`src/verilog/aes_params.svh`:
```
// constants for the address and exception sequencer
`ifndef AES_PARAMS_SVH
`define AES_PARAMS_SVH
// ------------------------------------------------------------
// vectors and fixed values
// ------------------------------------------------------------
`define AES_VEC_RESET   16'hFFFE
`define AES_VEC_SOFT    16'hFFFC
`define AES_VEC_IRQ_TOP 16'hFFFA
`define AES_DIRECT_HI   8'h00
`define AES_INC         16'h0001
`define AES_IMASK_BIT   3
`define AES_STACK_LAST  3'h4
`define AES_STACK_LEN   16'h0005
`define AES_FILL_LEN    16'h0003
`define AES_IRQ_NUM     8
`endif

```
`src/verilog/aes_pkg.sv`:
```
// types shared by the sequencer and its address calculator
package aes_pkg;
   typedef enum logic [3:0] {
      AM_DIR   = 4'h0,
      AM_LONG  = 4'h1,
      AM_IDX   = 4'h2,
      AM_IXP   = 4'h3,
      AM_IDB   = 4'h4,
      AM_IX1P  = 4'h5,
      AM_IDW   = 4'h6,
      AM_SPB   = 4'h7,
      AM_SPW   = 4'h8
   } aes_mode_e;

   typedef enum logic [3:0] {
      S_IDLE = 4'h0,
      S_RSTH = 4'h1,
      S_VHI  = 4'h2,
      S_VLO  = 4'h3,
      S_FREE = 4'h4,
      S_Q1   = 4'h5,
      S_Q2   = 4'h6,
      S_Q3   = 4'h7,
      S_STK  = 4'h8,
      S_EB1  = 4'h9,
      S_EB2  = 4'hA,
      S_EADR = 4'hB,
      S_EOP  = 4'hC,
      S_WAIT = 4'hD,
      S_STOP = 4'hE,
      S_BDM  = 4'hF
   } aes_state_e;

   typedef struct packed {
      aes_state_e  st;
      logic [2:0]  cnt;
      aes_mode_e   mode;
      logic        inc_ok;
      logic [7:0]  b_hi;
      logic [7:0]  b_lo;
      logic [15:0] vec;
      logic        bdm_armed;
      logic [15:0] bus_addr;
      logic        bus_rd;
      logic        bus_wr;
      logic [7:0]  bus_wdata;
      logic [15:0] ea;
      logic [7:0]  operand;
      logic        ea_done;
      logic        ea_fault;
      logic [15:0] hx_new;
      logic        hx_load;
      logic [15:0] sp_new;
      logic        sp_load;
      logic        set_imask;
      logic        clr_imask;
      logic [15:0] pc_new;
      logic        pc_load;
      logic        seq_done;
      logic        clk_en;
      logic        in_bdm;
      logic        osc_keep;
      logic        busy;
   } aes_st_s;
endpackage

```
`src/verilog/aes_ea_if.sv`:
```
// carrier between the sequencer and the address calculator
`timescale 1ns/10ps
interface aes_ea_if;
   aes_pkg::aes_mode_e mode;
   logic [15:0]        hx;
   logic [15:0]        sp;
   logic [15:0]        ofs;
   logic [15:0]        ea;
   logic [15:0]        hx_inc;
   modport calc (input mode, input hx, input sp, input ofs, output ea, output hx_inc);
   modport seq  (output mode, output hx, output sp, output ofs, input ea, input hx_inc);
endinterface

```
`src/verilog/aes_ea_calc.sv`:
```
// effective address and index increment arithmetic
`timescale 1ns/10ps
`include "aes_params.svh"
module aes_ea_calc (
   aes_ea_if.calc eif
);
   // ------------------------------------------------------------
   // address forming, all sums wrap at 16 bits
   // ------------------------------------------------------------
   always_comb begin
      unique case (eif.mode)
         aes_pkg::AM_DIR:  eif.ea = {`AES_DIRECT_HI, eif.ofs[7:0]};
         aes_pkg::AM_LONG: eif.ea = eif.ofs;
         aes_pkg::AM_IDX,
         aes_pkg::AM_IXP:  eif.ea = eif.hx;
         aes_pkg::AM_IDB,
         aes_pkg::AM_IX1P: eif.ea = eif.hx + {8'h00, eif.ofs[7:0]};
         aes_pkg::AM_IDW:  eif.ea = eif.hx + eif.ofs;
         aes_pkg::AM_SPB:  eif.ea = eif.sp + {8'h00, eif.ofs[7:0]};
         aes_pkg::AM_SPW:  eif.ea = eif.sp + eif.ofs;
         default:          eif.ea = 16'h0000;
      endcase
   end

   // carry out of bit 15 is dropped
   assign eif.hx_inc = eif.hx + `AES_INC;
endmodule // aes_ea_calc

```
`src/verilog/aes_seq.sv`:
```
// operand address and special operation sequencer
`timescale 1ns/10ps
`include "aes_params.svh"
module aes_seq (
   // clock and reset
   input  wire logic        i_clk,
   input  wire logic        i_rst_b,
   input  wire logic        i_ce,
   // reset sources
   input  wire logic        i_reset_event,
   input  wire logic        i_reset_done,
   input  wire logic        i_bdm_strap,
   // core state and requests
   input  wire logic [15:0] i_pc,
   input  wire logic [15:0] i_hx,
   input  wire logic [15:0] i_sp,
   input  wire logic [7:0]  i_a,
   input  wire logic [7:0]  i_cond_codes,
   input  wire logic        i_boundary,
   input  wire logic        i_ea_req,
   input  wire logic [3:0]  i_ea_mode,
   input  wire logic        i_op_move,
   input  wire logic        i_op_compare_branch_if_equal,
   input  wire logic        i_soft_int,
   input  wire logic        i_wait,
   input  wire logic        i_stop,
   input  wire logic        i_brk_dbg,
   // interrupt sources and stop wake
   input  wire logic [7:0]  i_irq_pend,
   input  wire logic        i_stop_wake,
   // debug host
   input  wire logic        i_dbg_cmd,
   input  wire logic        i_dbg_resume,
   input  wire logic        i_dbg_enable,
   // memory bus
   input  wire logic [7:0]  i_bus_rdata,
   output logic [15:0]      o_bus_addr,
   output logic             o_bus_rd,
   output logic             o_bus_wr,
   output logic [7:0]       o_bus_wdata,
   // answers to the core
   output logic [15:0]      o_ea_addr,
   output logic [7:0]       o_operand,
   output logic             o_ea_done,
   output logic             o_ea_fault,
   output logic [15:0]      o_hx_new,
   output logic             o_hx_load,
   output logic [15:0]      o_sp_new,
   output logic             o_sp_load,
   output logic             o_set_imask,
   output logic             o_clr_imask,
   output logic [15:0]      o_pc_new,
   output logic             o_pc_load,
   output logic             o_seq_done,
   output logic             o_busy,
   // clocks and debug status
   output logic             o_cpu_clk_en,
   output logic             o_in_bdm,
   output logic             o_osc_keep
);
   aes_pkg::aes_st_s r;
   aes_pkg::aes_st_s next_r;
   aes_pkg::aes_st_s rst_val;
   aes_ea_if eif ();
   logic             irq_any;
   logic [15:0]      irq_vec;
   logic             dbg_on;

   aes_ea_calc u_calc (
      .eif (eif.calc)
   );

   assign eif.mode = r.mode;
   assign eif.hx   = i_hx;
   assign eif.sp   = i_sp;
   assign eif.ofs  = {r.b_hi, r.b_lo};
   assign dbg_on   = i_dbg_enable | r.bdm_armed;

   // ------------------------------------------------------------
   // priority pick: lowest index wins
   // ------------------------------------------------------------
   always_comb begin
      irq_any = 1'b0;
      irq_vec = `AES_VEC_IRQ_TOP;
      for (int i = `AES_IRQ_NUM - 1; i >= 0; i--) begin
         if (i_irq_pend[i]) begin
            irq_any = 1'b1;
            irq_vec = `AES_VEC_IRQ_TOP - 16'(2 * i);
         end
      end
   end

   // index high byte has no slot; service code saves it itself
   function automatic logic [7:0] stk_byte(input logic [2:0] idx);
      unique case (idx)
         3'h0:    stk_byte = i_pc[7:0];
         3'h1:    stk_byte = i_pc[15:8];
         3'h2:    stk_byte = i_hx[7:0];
         3'h3:    stk_byte = i_a;
         default: stk_byte = i_cond_codes;
      endcase
   endfunction

   function automatic logic [1:0] ofs_len(input aes_pkg::aes_mode_e m);
      unique case (m)
         aes_pkg::AM_LONG, aes_pkg::AM_IDW, aes_pkg::AM_SPW: ofs_len = 2'h2;
         aes_pkg::AM_IDX, aes_pkg::AM_IXP:                   ofs_len = 2'h0;
         default:                                           ofs_len = 2'h1;
      endcase
   endfunction

   always_comb begin
      rst_val        = '0;
      rst_val.st     = aes_pkg::S_RSTH;
      rst_val.clk_en = 1'b1;
      rst_val.busy   = 1'b1;
   end

   // ------------------------------------------------------------
   // next state
   // ------------------------------------------------------------
   always_comb begin
      next_r           = r;
      next_r.bus_rd    = 1'b0;
      next_r.bus_wr    = 1'b0;
      next_r.ea_done   = 1'b0;
      next_r.hx_load   = 1'b0;
      next_r.sp_load   = 1'b0;
      next_r.set_imask = 1'b0;
      next_r.clr_imask = 1'b0;
      next_r.pc_load   = 1'b0;
      next_r.seq_done  = 1'b0;
      next_r.osc_keep  = (r.st == aes_pkg::S_STOP) & dbg_on;
      if (i_reset_event) begin
         // no instruction boundary wait
         next_r           = rst_val;
         next_r.bdm_armed = r.bdm_armed;
      end else begin
         unique case (r.st)
            aes_pkg::S_RSTH: begin
               if (i_reset_done) begin
                  next_r.bdm_armed = i_bdm_strap;
                  next_r.vec       = `AES_VEC_RESET;
                  next_r.st        = aes_pkg::S_VHI;
                  next_r.bus_addr  = `AES_VEC_RESET;
                  next_r.bus_rd    = 1'b1;
               end
            end
            aes_pkg::S_IDLE: begin
               if (i_brk_dbg) begin
                  next_r.st     = aes_pkg::S_BDM;
                  next_r.in_bdm = 1'b1;
               end else if (i_soft_int
                            || (i_boundary && irq_any && !i_cond_codes[`AES_IMASK_BIT])) begin
                  // software interrupt bypasses the mask
                  next_r.vec       = i_soft_int ? `AES_VEC_SOFT : irq_vec;
                  next_r.st        = aes_pkg::S_STK;
                  next_r.cnt       = 3'h0;
                  next_r.bus_addr  = i_sp;
                  next_r.bus_wdata = stk_byte(3'h0);
                  next_r.bus_wr    = 1'b1;
               end else if (i_wait) begin
                  next_r.clr_imask = 1'b1;
                  next_r.clk_en    = 1'b0;
                  next_r.st        = aes_pkg::S_WAIT;
               end else if (i_stop) begin
                  next_r.clk_en = 1'b0;
                  next_r.st     = aes_pkg::S_STOP;
               end else if (i_ea_req) begin
                  next_r.mode   = aes_pkg::aes_mode_e'(i_ea_mode);
                  next_r.b_hi   = 8'h00;
                  next_r.b_lo   = 8'h00;
                  // post-increment only for the two allowed opcodes
                  next_r.inc_ok = (i_ea_mode == aes_pkg::AM_IXP && (i_op_move || i_op_compare_branch_if_equal))
                                | (i_ea_mode == aes_pkg::AM_IX1P && i_op_compare_branch_if_equal);
                  next_r.ea_fault = (i_ea_mode == aes_pkg::AM_IXP && !(i_op_move || i_op_compare_branch_if_equal))
                                  | (i_ea_mode == aes_pkg::AM_IX1P && !i_op_compare_branch_if_equal);
                  if (ofs_len(aes_pkg::aes_mode_e'(i_ea_mode)) == 2'h0) begin
                     next_r.st = aes_pkg::S_EADR;
                  end else begin
                     next_r.st       = aes_pkg::S_EB1;
                     next_r.bus_addr = i_pc;
                     next_r.bus_rd   = 1'b1;
                  end
               end
            end
            aes_pkg::S_STK: begin
               if (r.cnt == `AES_STACK_LAST) begin
                  next_r.set_imask = 1'b1;
                  next_r.sp_new    = i_sp - `AES_STACK_LEN;
                  next_r.sp_load   = 1'b1;
                  next_r.st        = aes_pkg::S_VHI;
                  next_r.bus_addr  = r.vec;
                  next_r.bus_rd    = 1'b1;
               end else begin
                  next_r.cnt       = r.cnt + 3'h1;
                  next_r.bus_addr  = i_sp - {13'h0000, r.cnt + 3'h1};
                  next_r.bus_wdata = stk_byte(r.cnt + 3'h1);
                  next_r.bus_wr    = 1'b1;
               end
            end
            aes_pkg::S_VHI: begin
               next_r.b_hi     = i_bus_rdata;
               next_r.st       = aes_pkg::S_VLO;
               next_r.bus_addr = r.vec + `AES_INC;
               next_r.bus_rd   = 1'b1;
            end
            aes_pkg::S_VLO: begin
               next_r.b_lo = i_bus_rdata;
               next_r.st   = aes_pkg::S_FREE;
            end
            aes_pkg::S_FREE: begin
               next_r.st       = aes_pkg::S_Q1;
               next_r.bus_addr = {r.b_hi, r.b_lo};
               next_r.bus_rd   = 1'b1;
            end
            aes_pkg::S_Q1, aes_pkg::S_Q2: begin
               next_r.st       = (r.st == aes_pkg::S_Q1) ? aes_pkg::S_Q2 : aes_pkg::S_Q3;
               next_r.bus_addr = r.bus_addr + `AES_INC;
               next_r.bus_rd   = 1'b1;
            end
            aes_pkg::S_Q3: begin
               next_r.pc_new   = {r.b_hi, r.b_lo} + `AES_FILL_LEN;
               next_r.pc_load  = 1'b1;
               next_r.seq_done = 1'b1;
               next_r.st       = r.bdm_armed ? aes_pkg::S_BDM : aes_pkg::S_IDLE;
               next_r.in_bdm   = r.bdm_armed;
            end
            aes_pkg::S_EB1: begin
               if (ofs_len(r.mode) == 2'h2) begin
                  next_r.b_hi     = i_bus_rdata;
                  next_r.st       = aes_pkg::S_EB2;
                  next_r.bus_addr = r.bus_addr + `AES_INC;
                  next_r.bus_rd   = 1'b1;
               end else begin
                  next_r.b_lo = i_bus_rdata;
                  next_r.st   = aes_pkg::S_EADR;
               end
            end
            aes_pkg::S_EB2: begin
               next_r.b_lo = i_bus_rdata;
               next_r.st   = aes_pkg::S_EADR;
            end
            aes_pkg::S_EADR: begin
               next_r.ea       = eif.ea;
               next_r.st       = aes_pkg::S_EOP;
               next_r.bus_addr = eif.ea;
               next_r.bus_rd   = 1'b1;
            end
            aes_pkg::S_EOP: begin
               next_r.operand = i_bus_rdata;
               next_r.ea_done = 1'b1;
               next_r.hx_new  = eif.hx_inc;
               next_r.hx_load = r.inc_ok;
               next_r.st      = aes_pkg::S_IDLE;
            end
            aes_pkg::S_WAIT: begin
               if (i_dbg_cmd) begin
                  next_r.clk_en = 1'b1;
                  next_r.in_bdm = 1'b1;
                  next_r.st     = aes_pkg::S_BDM;
               end else if (irq_any) begin
                  next_r.clk_en = 1'b1;
                  next_r.st     = aes_pkg::S_IDLE;
               end
            end
            aes_pkg::S_STOP: begin
               if (i_dbg_cmd && dbg_on) begin
                  next_r.clk_en = 1'b1;
                  next_r.in_bdm = 1'b1;
                  next_r.st     = aes_pkg::S_BDM;
               end else if (i_stop_wake) begin
                  next_r.clk_en = 1'b1;
                  next_r.st     = aes_pkg::S_IDLE;
               end
            end
            aes_pkg::S_BDM: begin
               if (i_dbg_resume) begin
                  next_r.in_bdm    = 1'b0;
                  next_r.bdm_armed = 1'b0;
                  next_r.st        = aes_pkg::S_IDLE;
               end
            end
         endcase
      end
      // busy kept in a flop so the output needs no gate
      next_r.busy = (next_r.st != aes_pkg::S_IDLE);
   end

   always_ff @(posedge i_clk) begin
      if (!i_rst_b) begin
         r <= rst_val;
      end else if (i_ce) begin
         r <= next_r;
      end
   end

   assign o_bus_addr   = r.bus_addr;
   assign o_bus_rd     = r.bus_rd;
   assign o_bus_wr     = r.bus_wr;
   assign o_bus_wdata  = r.bus_wdata;
   assign o_ea_addr    = r.ea;
   assign o_operand    = r.operand;
   assign o_ea_done    = r.ea_done;
   assign o_ea_fault   = r.ea_fault;
   assign o_hx_new     = r.hx_new;
   assign o_hx_load    = r.hx_load;
   assign o_sp_new     = r.sp_new;
   assign o_sp_load    = r.sp_load;
   assign o_set_imask  = r.set_imask;
   assign o_clr_imask  = r.clr_imask;
   assign o_pc_new     = r.pc_new;
   assign o_pc_load    = r.pc_load;
   assign o_seq_done   = r.seq_done;
   assign o_busy       = r.busy;
   assign o_cpu_clk_en = r.clk_en;
   assign o_in_bdm     = r.in_bdm;
   assign o_osc_keep   = r.osc_keep;
endmodule // aes_seq

```
`config.mk`:
```
export PLATFORM = sky130hd
export DESIGN_NAME = aes_seq
export DESIGN_NICKNAME = d
export VERILOG_FILES = /design/src/verilog/aes_pkg.sv /design/src/verilog/aes_ea_if.sv /design/src/verilog/aes_ea_calc.sv /design/src/verilog/aes_seq.sv
export VERILOG_INCLUDE_DIRS = /design/src /design/src/verilog
export SDC_FILE = /design/constraint.sdc
export NUM_CORES = 1
export LEC_CHECK = 0
export ABC_AREA = 1
export BUFFER_PORTS_ARGS = -buffer_cell sky130_fd_sc_hd__buf_2
export CAP_MARGIN = 20
export CORE_ASPECT_RATIO = 1.5
export CORE_MARGIN = 2
export CORE_UTILIZATION = 25
export CTS_CLUSTER_DIAMETER = 50
export CTS_CLUSTER_SIZE = 28
export DETAILED_ROUTE_END_ITERATION = 8
export PLACE_DENSITY = 0.51
export SLEW_MARGIN = 10
export SYNTH_ARGS = -nofsm -noshare
export SYNTH_HDL_FRONTEND = slang
export SYNTH_SLANG_ARGS = --single-unit
```
`constraint.sdc`:
```
create_clock -name i_clk -period 2.85 [get_ports i_clk]
set_input_delay 0.57 -clock i_clk [delete_from_list [all_inputs] [get_ports i_clk]]
set_output_delay 0.57 -clock i_clk [all_outputs]
set_load 0.01 [all_outputs]
```
==> impl_results.md <==
* Total GRT Usage at about 23%
* Area contributors post-synth: dfxtp_1 24%, nand2_1 18%, a21oi_1 8.3%, inv_1 7.3%, buf_4 6.4%
* Max Freq at 0.3791 GHz
* Hold Crit Start: i_bdm_strap
* Crit path buf inv count at 4
* Avg Inst Size Synth at about 6.0 sq um
* Critical-path top delay cell: dfxtp_1
* Horiz. Die Dim at approximately 180 um
* R2R Setup Slk at 210 ps
* Main synth FF type: dfxtp_1
* Outcome: complete, no violations
* DRC viols at 0
* I/O pins at ~210
* R2R depth at 20
* Most numerous cell in the Yosys netlist: nand2_1
* Worst Setup Slack, final at 212.2 ps
* Post-Syn Area at around 12000 sq um
* Cts hold-fix bufs at 0
* Synth Instances at about 2k
* Final Power at 5.649 mW
* Critical path class: reg -> reg
* CP Max Fanout at 8
* Via count at between 10k and 15k
* 1st-iter DRT viols at between 900 and 1k
* FFs w/ async S/R, synth at 0%
* Initial Util at 25.33%
* Clk root buf: clkbuf_16
* Critical Path RT at ~3300 ps
* Tmin final at about 2600 ps
* Final wirelength at roughly 56000 um
* Tightest Pin Transition at between 800 and 900 ps
* CP peak stage delay at roughly 350 ps
* Initial antenna violation count at 0
* Count of input and output buffers at 211
* Clk sinks at roughly 140
* Pre-CTS setup slack at -25.09 ps
* Critical Path End Type: flip-flop
* Grt total ovfl at 0
* Fin nets at about 2.3k
* Crit path launch type: flip-flop
* First-pass GRT wire length at 83370 um
* DR vias/cell at 4.941
* Die Footprint at between 40000 and 50000 sq um
* Maximum buffer depth of the clock tree at 2
* CTS tree: yes
* Post-synth EDFFs at 0
* HPWL after detailed placement at around 47000 um
* Critical R2R Capture: o_bus_addr[15]
* Unrepaired setup endpoints after global routing: false
* Top-area cell type share of the netlist area at between 20% and 30%
* Final Cycle Share at just over 90%
* Arrival @ worst endpoint at between 3000 and 4000 ps
* Drt pass-1 iters at 9
* Total CTS buffers at 17
* P_leak at 6.676 nW
* Core Region at between 40000 and 50000 sq um
* Cell Rows at 97
* Power Dens Cells at between 300 and 400 nW/um^2
* Max Slew Vio Count at 0
* Pin count of the biggest net entering global routing at 55
* Antenna Violating Nets Remaining at 0
* Vias in the first global route at between 10k and 15k
* Maximum VDD drop at 0.0003114 V
* Post-synth cell types at 54
* Final Hold Fails at 0
* Leading area contributor after synthesis: dfxtp_1
* # fillers at around 5.3k
* Wire length per cell at roughly 20 um
* Synthesized flop and latch total at 142
* CP top delay family: simple AND/OR/NAND/NOR gates
* HP Class: in -> reg
* Share of layout cells above drive strength 1 at between 20% and 30%
* Clk pin slew, worst setup/hold paths at around 70 ps
* Area grow syn2layout at 20.40%
* Hold endpoint: r[110]
* Cells on Worst Hold Path at 3
* Relative slew slack at a little over two fifths
* Ant diodes at 0
* Die Ht at about 270 um
* Sequential area share after synthesis at between 20% and 30%
* Max-Cap Viols at 0
* Clk_lat worst skew at 470 ps
* Synth cell count leaders: 563 x nand2_1, 230 x inv_1, 197 x a21oi_1, 173 x nor2_1
* Reg-to-reg startpoint: eif.mode[3]
* Clock skew at approximately 15 ps
* Finish-stage setup viols at 0
* Yosys warnings at 0
* Most frequent CP cell: nand2_1
* CTS H-tree depth at 4
* Placer Congestion at about 0.98
* CP Cell Sequence: inv_1 > buf_4 > nor2_1 > buf_4 > nand2_2 > nor2_1 > ha_1 > nand2_1 > inv_1 > nand2_1 > nand2_1 > a21oi_2 > nand2_1 > nand2_1 > nand3_1 > nand3_1 > nand2_1 > nand2_1 > nand2_1 > a21oi_1
cell type report:
cell class	count	area (sq um)	share of cell area (%)
multi-input cells	1436	7163	50.28
flip-flops and latches	142	2843	19.95
repair buffers	333	1997	14.02
inverters	242	912.1	6.402
well taps	594	743.2	5.216
clock buffers	18	439.2	3.082
clock inverters	14	150.1	1.054
worst register-to-register path, delay by kind of cell, from the launching register on:
kind                     cells  cell delay, ps
AND/OR/NAND/NOR             13            1200
buffers and inverters        4             410
flip-flops                   1             350
adder cells (fa/ha/maj)      1             300
AO/OA/AOI/OAI                2             300
cells in the final DEF, fill, tap and decap left out, drive strengths merged, types with 12 or more instances in the layout:
master,count
nand2,572
buf,333
inv,247
a21oi,202
nor2,191
nand3,143
dfxtp,142
o21ai,97
nand4,47
ha,45
nor3,21
clkbuf,18
o22ai,17
nand3b,17
o211ai,14
xor2,12
how the worst max path moves through the flow:
stage | startpoint | slack (ps) | end | depth (start not counted)
2_1_floorplan | r[148] | 420 | o_bus_addr[13] | 18
3_3_place_gp | i_sp[0] | -60 | o_bus_addr[10] | 16
3_5_place_dp | i_sp[0] | -30 | o_bus_addr[14] | 17
4_1_cts | r[148] | 50 | o_bus_addr[13] | 19
5_1_grt | eif.mode[3] | 5 | o_bus_addr[15] | 20
6_report | eif.mode[3] | 210 | o_bus_addr[15] | 20
state kept, by name (all words and copies together), names as in the netlist, 4 cells and up:
register	count
o_operand	8
o_hx_new	16
o_pc_new	16
r	14
o_bus_wdata	8
o_bus_addr	16
o_sp_new	16
eif.ofs	16
eif.mode	4
o_ea_addr	16
layer usage:
metal | share of wire [%] | vias up | routed length, um | track usage, %
li1 | - | 6743 | - | -
met1 | 35 | 6332 | 19770 | 22.60
met2 | 53 | 504 | 30010 | 44.04
met4 | 7.1 | 0 | 4005 | 14.85
met5 | 0 | - | 0 | 0
met3 | 4.7 | 151 | 2623 | 2.827
timing repair:
action | in CTS | in global routing
endpoints found under the setup margin | 0 | 5
setup buffers | 0 | 3
gates resized for setup | 0 | 15
metrics by stage:
| stage | std cells | TNS (ps) | util, % | cell area, sq um | hold slack, ps |
|---|---|---|---|---|---|
| after CTS | 2776 | 0 | 30.33 | 14170 | 358.1 |
| final | 2779 | 0 | 30.49 | 14250 | 377.1 |
| after global routing | 2779 | 0 | 30.49 | 14250 | 392.7 |
| after global placement | 2744 | -88.48 | 29.07 | 13580 | 435.9 |
| after detailed placement | 2744 | -33.31 | 29.07 | 13580 | 434.7 |
| after floorplan | 1969 | 0 | - | 11840 | 440.4 |
where the power goes:
part           switching, mW  total (mW)  internal, mW
clock                   1.11        2.37          1.26
sequential            0.0485        2.07          2.02
combinational          0.811        1.21         0.397
total                   1.97        5.65          3.68
logic make-up after synthesis:
family / Yosys count / synth area share, %
buf+inv: 391 / 15.91
other cells: 1 / 0.03169
compound gates: 365 / 17.05
simple gates: 1006 / 36.60
fa+ha+maj: 48 / 5.265
flops: 142 / 24.02
xor+xnor: 15 / 1.110
No activity file was read; power rests on OpenSTA's default activity.
